<file path="src/hw/trf_pkg.sv">
// Package for the temperature result formatter: formats, widths, field layouts.
// Assumes a single mclk domain with synchronous active-high reset.
// Overview of operation
// - Standard format by default, 0..127 unsigned
// - Standard format: negative temperatures store 00h
// - Standard format: saturate above 127 at 7Fh
// - Range-select high selects extended format
// - Range change applies at next conversion
// - Extended format adds offset 64 (0C = 40h)
// - Extended spans -64..191 as 00h..FFh
// - Two bytes per channel, high byte whole degrees
// - Low byte holds fixed sixteenth-degree fraction
// - Fraction in upper nibble, lower nibble zero
`default_nettype none
package trf_pkg;
  // Raw result: signed whole degrees plus 4 fraction bits (sixteenths)
  localparam int TEMP_W = 13;
  localparam int FRAC_W = 4;
  localparam int NCHAN = 2;
  localparam logic signed [TEMP_W-1:0] STD_MIN = 13'sh0000;
  localparam logic signed [TEMP_W-1:0] STD_MAX = 13'sh007F;
  localparam logic signed [TEMP_W-1:0] EXT_MIN = -13'sh0040;
  localparam logic signed [TEMP_W-1:0] EXT_MAX = 13'sh00BF;
  localparam logic signed [TEMP_W-1:0] EXT_OFFSET = 13'sh0040;
  localparam logic [7:0] RESULT_RST = 8'h00;
  localparam logic RANGE_RST = 1'b0;

  typedef struct packed {
    logic [7:0] high_byte;
    logic [7:0] low_byte;
  } trf_result_t;

  typedef struct packed {
    logic valid;
    logic chan;
    logic signed [TEMP_W+FRAC_W-1:0] temp;
  } trf_conv_t;
endpackage
`default_nettype wire
</file>
<file path="src/hw/trf_formatter.sv">
// Temperature result formatter: turns conversion-core results into register bytes.
// Assumes conversion results arrive synchronous to mclk, one per valid pulse.
`default_nettype none
module trf_formatter (
  input wire logic mclk, // 250 MHz device clock
  input wire logic rst, // Synchronous reset, active high
  input wire logic clk_en, // Freezes all state while low unless rst is high
  input wire logic range_sel, // Config bit 2: extended format when high
  input wire trf_pkg::trf_conv_t conv, // Conversion result with strobe
  output trf_pkg::trf_result_t local_res, // Local channel result bytes
  output trf_pkg::trf_result_t remote_res, // Remote channel result bytes
  output logic ext_active // Format of the most recent taken conversion, either channel
);
  localparam int W = trf_pkg::TEMP_W;

  // Saturate whole degrees to the active range, then offset for extended
  function automatic logic [7:0] fmt_high(input logic signed [W-1:0] deg, input logic ext);
    logic signed [W-1:0] v;
    v = deg;
    if (ext) begin
      if (v < trf_pkg::EXT_MIN) v = trf_pkg::EXT_MIN;
      if (v > trf_pkg::EXT_MAX) v = trf_pkg::EXT_MAX;
      v = v + trf_pkg::EXT_OFFSET;
    end else begin
      if (v < trf_pkg::STD_MIN) v = trf_pkg::STD_MIN;
      if (v > trf_pkg::STD_MAX) v = trf_pkg::STD_MAX;
    end
    return v[7:0];
  endfunction

  logic ext_q, ext_d;
  trf_pkg::trf_result_t res_q [trf_pkg::NCHAN];
  trf_pkg::trf_result_t res_d [trf_pkg::NCHAN];

  // Range latched only on a conversion so stored bytes never change format mid-read
  always_comb begin
    ext_d = ext_q;
    if (conv.valid) ext_d = range_sel;
  end

  genvar g;
  generate
    for (g = 0; g < trf_pkg::NCHAN; g++) begin : g_chan
      // Next value: new conversion uses the range selected at that moment
      always_comb begin
        res_d[g] = res_q[g];
        if (conv.valid && (conv.chan == g[0])) begin
          res_d[g].high_byte = fmt_high(conv.temp[W+trf_pkg::FRAC_W-1:trf_pkg::FRAC_W],
                                        range_sel);
          res_d[g].low_byte = {conv.temp[trf_pkg::FRAC_W-1:0], 4'h0};
        end
      end
      // Register stage
      always_ff @(posedge mclk) begin
        if (rst) begin
          res_q[g] <= '{high_byte: trf_pkg::RESULT_RST, low_byte: trf_pkg::RESULT_RST};
        end else if (clk_en) begin
          res_q[g] <= res_d[g];
        end
      end
    end
  endgenerate

  // Format state register, standard after reset
  always_ff @(posedge mclk) begin
    if (rst) begin
      ext_q <= trf_pkg::RANGE_RST;
    end else if (clk_en) begin
      ext_q <= ext_d;
    end
  end

  assign local_res = res_q[0];
  assign remote_res = res_q[1];
  assign ext_active = ext_q;

  logic signed [W-1:0] cdeg;
  assign cdeg = conv.temp[W+trf_pkg::FRAC_W-1:trf_pkg::FRAC_W];
endmodule
`default_nettype wire

</file>
<file path="config.mk">
export PLATFORM = sky130hd
export DESIGN_NAME = trf_formatter
export DESIGN_NICKNAME = d
export VERILOG_FILES = /design/src/hw/trf_pkg.sv /design/src/hw/trf_formatter.sv
export SDC_FILE = /design/constraint.sdc
export NUM_CORES = 1
export LEC_CHECK = 0
export BUFFER_PORTS_ARGS = -buffer_cell sky130_fd_sc_hd__buf_2
export CAP_MARGIN = 20
export CORE_MARGIN = 8
export CORE_UTILIZATION = 48
export DETAILED_ROUTE_END_ITERATION = 6
export MAX_ROUTING_LAYER = met4
export PLACE_DENSITY = 0.83
export SLEW_MARGIN = 10
export SYNTH_ARGS = -nofsm -noshare
export SYNTH_HDL_FRONTEND = slang
export SYNTH_SLANG_ARGS = --single-unit
</file>
<file path="constraint.sdc">
create_clock -name mclk -period 3.2 [get_ports mclk]
set_clock_uncertainty 0.2 [all_clocks]
set_input_delay 0.16 -clock mclk [delete_from_list [all_inputs] [get_ports mclk]]
set_output_delay 0.16 -clock mclk [all_outputs]
set_load 0.005 [all_outputs]
</file>
==> flow_metrics.env <==
export IMPL_initial_utilization=0.505
export IMPL_clk_pin_slew_ps=120
export IMPL_cts_made_buffers=3
export IMPL_p_per_area_nw_per_um2=443
export IMPL_crit_start="rst"
export IMPL_leakage_uw=0.000636
export IMPL_worstPathRequired_ps=3040
export IMPL_syn_avg_cell_area_um2=13.8
export IMPL_firstDrtPassIters=4
export IMPL_place_congestion=0.761
export IMPL_status="finished, final reports clean"
export IMPL_yosys_register_bits=25
export IMPL_synthSimpleGateAreaFrac=0.118
export IMPL_synth_top_family_by_area="compound AO/OA/AOI/OAI gates"
export IMPL_hold_path_class="in2reg"
export IMPL_num_rows=17
export IMPL_irDropWorstVdd_mv=0.239
export IMPL_critPathMaxStageDelay_ps=520
export IMPL_grt_pass1_vias=834
export IMPL_crit_path_max_fanout=11
export IMPL_grt_overflow_total=0
export IMPL_die_h_um=64.2
export IMPL_ant_nets=0
export IMPL_muxShareOfSynthArea=0
export IMPL_synth_flop_cell="edfxtp_1"
export IMPL_port_buffers=47
export IMPL_core_area_um2=2210
export IMPL_synth_edf_count=24
export IMPL_final_area_um2=1440
export IMPL_yosysSeqAreaShare=0.663
export IMPL_cp_data_arrival_time_ps=1710
export IMPL_dp_hpwl_mm=1.89
export IMPL_avgViaCountPerCell=4.91
export IMPL_cp_cell_sequence="dlygate4sd3_1, buf_2, and2b_1, a32oi_2, o211ai_1"
export IMPL_cts_path_max_buffers=2
export IMPL_clock_fmax_mhz=535
export IMPL_hold_path_depth=3
export IMPL_maxSlewViolCount=0
export IMPL_critPathSlowestCell="dlygate4sd3_1"
export IMPL_top_layer="met4"
export IMPL_wl_met1_mm=1.07
export IMPL_cp_start_kind="input pin"
export IMPL_finalCritPeriodShare=0.584
export IMPL_final_hold_viol_count=0
export IMPL_r2r_slack_ps=1890
export IMPL_power_total_uw=639
export IMPL_area_delta_synth_final_pct=29.1
export IMPL_synth_distinct_cells=28
export IMPL_cts_tree="yes"
export IMPL_cts_resized=0
export IMPL_yosys_area_share_adder=0.0112
export IMPL_dieArea_um2=4130
export IMPL_cp_buffers_inverters=2
export IMPL_nets=162
export IMPL_r2r_start="ext_active$_SDFFE_PP0P_"
export IMPL_vias=810
export IMPL_postSynth_asyncResetShare=0
export IMPL_wl_mm=2.37
export IMPL_maxCapViolCount=0
export IMPL_grt_max_degree=14
export IMPL_timing_setup_tns_ps=0
export IMPL_rr_endpoint="ext_active$_SDFFE_PP0P_"
export IMPL_finalSetupViolCount=0
export IMPL_drt_iter0_markers=14
export IMPL_n_antenna_cell=0
export IMPL_synthesis_area_um2=1120
export IMPL_cp_end_kind="flop"
export IMPL_drive_gt1_frac=0.409
export IMPL_synth_compound_area_share=0.120
export IMPL_reg2reg_depth=3
export IMPL_hold_start="conv[9]"
export IMPL_io_pins=56
export IMPL_clock_latency_ps=300
export IMPL_dpl_instance_area_um2=1360
export IMPL_wl_met2_mm=1.03
export IMPL_htreeDepth=1
export IMPL_antenna_found_initial=0
export IMPL_ys_warn_count=0
export IMPL_synth_xor_area_frac=0
export IMPL_cts_sinks=25
export IMPL_rsz0062_at_grt="no"
export IMPL_die_w_um=64.2
export IMPL_cts_root_buf="clkbuf_4"
export IMPL_drc=0
export IMPL_cp_top_family="buffers and inverters"
export IMPL_dr_wl_met3_um=212
export IMPL_hold_path_end="res_q[1][13]$_SDFFCE_PN0P_"
export IMPL_critPathKind="in2reg"
export IMPL_finalWorstPathRequiredPeriod_ps=1870
export IMPL_cp_num_cells=5
export IMPL_grt_pass1_wl_mm=3.71
export IMPL_wire_per_inst_um=14.3
export IMPL_gr_usage_all_layers=0.114
export IMPL_synth_cells=81
where the power goes:
group / switching, uW / internal, uW / leakage (uW) / total (uW)
registers: 7.74 / 396 / 0.000245 / 404
logic: 53.7 / 48.1 / 0.000377 / 102
clock network: 84.4 / 48.6 / 0.0000150 / 133
total: 146 / 493 / 0.000636 / 639
logic make-up (layout without fill, tap and decap cells):
group	after synthesis	count (layout)
buf+inv	17	66
compound gates	15	15
simple gates	22	22
other cells	1	8
flops	25	25
fa+ha+maj	1	1
how the worst max path moves through the flow:
| stage | to | slack [ps] |
|---|---|---|
| 2_1_floorplan | res_q[0][10]$_SDFFCE_PN0P_ | 1370 |
| 3_3_place_gp | res_q[0][8]$_SDFFCE_PN0P_ | 1160 |
| 3_5_place_dp | res_q[0][9]$_SDFFCE_PN0P_ | 1080 |
| 4_1_cts | res_q[1][10]$_SDFFCE_PN0P_ | 1330 |
| 5_1_grt | res_q[0][15]$_SDFFCE_PN0P_ | 1250 |
| 6_report | res_q[1][10]$_SDFFCE_PN0P_ | 1330 |
through the flow:
step	util	hold slack, ps	setup WS [ps]	instances
final	0.652	57.1	1330	165
after global routing	0.652	53.4	1250	165
after CTS	0.652	56.2	1330	165
after detailed placement	0.613	179	1080	155
after global placement	0.613	171	1160	155
after floorplan	-	29.1	1370	88
layer usage:
metal / track usage / up-vias
li1: - / 399
met1: 0.133 / 361
met2: 0.174 / 46
met3: 0.0244 / 4
met4: 0.0736 / 0
met5: - / -
area by class of cell:
type,instances,area [um2]
Clock buffer,4,26.3
Fill cell,182,769
Inverter,8,30.0
Multi-Input combinational cell,46,308
Sequential cell,25,741
Tap cell,28,35.0
Timing Repair Buffer,54,303
synth_stat cells, types with 2 or more instances:
| library cell | count | area (um2) |
|---|---|---|
| nand3_1 | 3 | 15.0 |
| and2_1 | 5 | 31.3 |
| buf_4 | 8 | 60.1 |
| nand2_1 | 3 | 11.3 |
| nor2_1 | 3 | 11.3 |
| edfxtp_1 | 24 | 721 |
| o211ai_1 | 6 | 45.0 |
| inv_1 | 8 | 30.0 |
| nand4_1 | 2 | 12.5 |
registers in the layout, summed over array words and instances, names as in the netlist:
name	flops
ext_active	1
res_q	24
timing repair:
action | in CTS | in global routing
endpoints found under the setup margin | 0 | 0
buffers inserted | 0 | 0
hold endpoints to repair | 9 | 0
hold buffers | 6 | 0
worst register-to-register path, delay by kind of cell (launching register included):
| family | cells | cell delay, ps |
|---|---|---|
| compound gates | 1 | 120 |
| buf+inv | 1 | 550 |
| flops | 1 | 350 |
| simple gates | 1 | 50 |
cell usage in the layout (no fill, tap or decap):
cell           Yosys  final
o211ai_4           1      1
o21bai_1           1      1
clkbuf_1           0      1
conb_1             1      8
a31o_2             1      1
nor2b_1            1      1
nor2_1             3      3
and4_1             1      1
o211ai_1           6      6
a21oi_1            1      1
inv_1              8      8
a221oi_1           1      1
buf_2              1     47
a21o_1             1      1
and2b_1            1      1
nand3b_1           1      1
a32oi_2            1      1
clkbuf_4           0      3
buf_4              8      1
edfxtp_1          24     24
nand3_1            3      3
dfxtp_1            1      1
nand2_1            3      3
or4_4              1      1
o21ai_2            1      1
ha_1               1      1
and2_1             5      5
nand4_1            2      2
dlygate4sd3_1      0      6
nor4b_1            1      1
o21ai_1            1      1
Power figures use the tool's default switching activity.
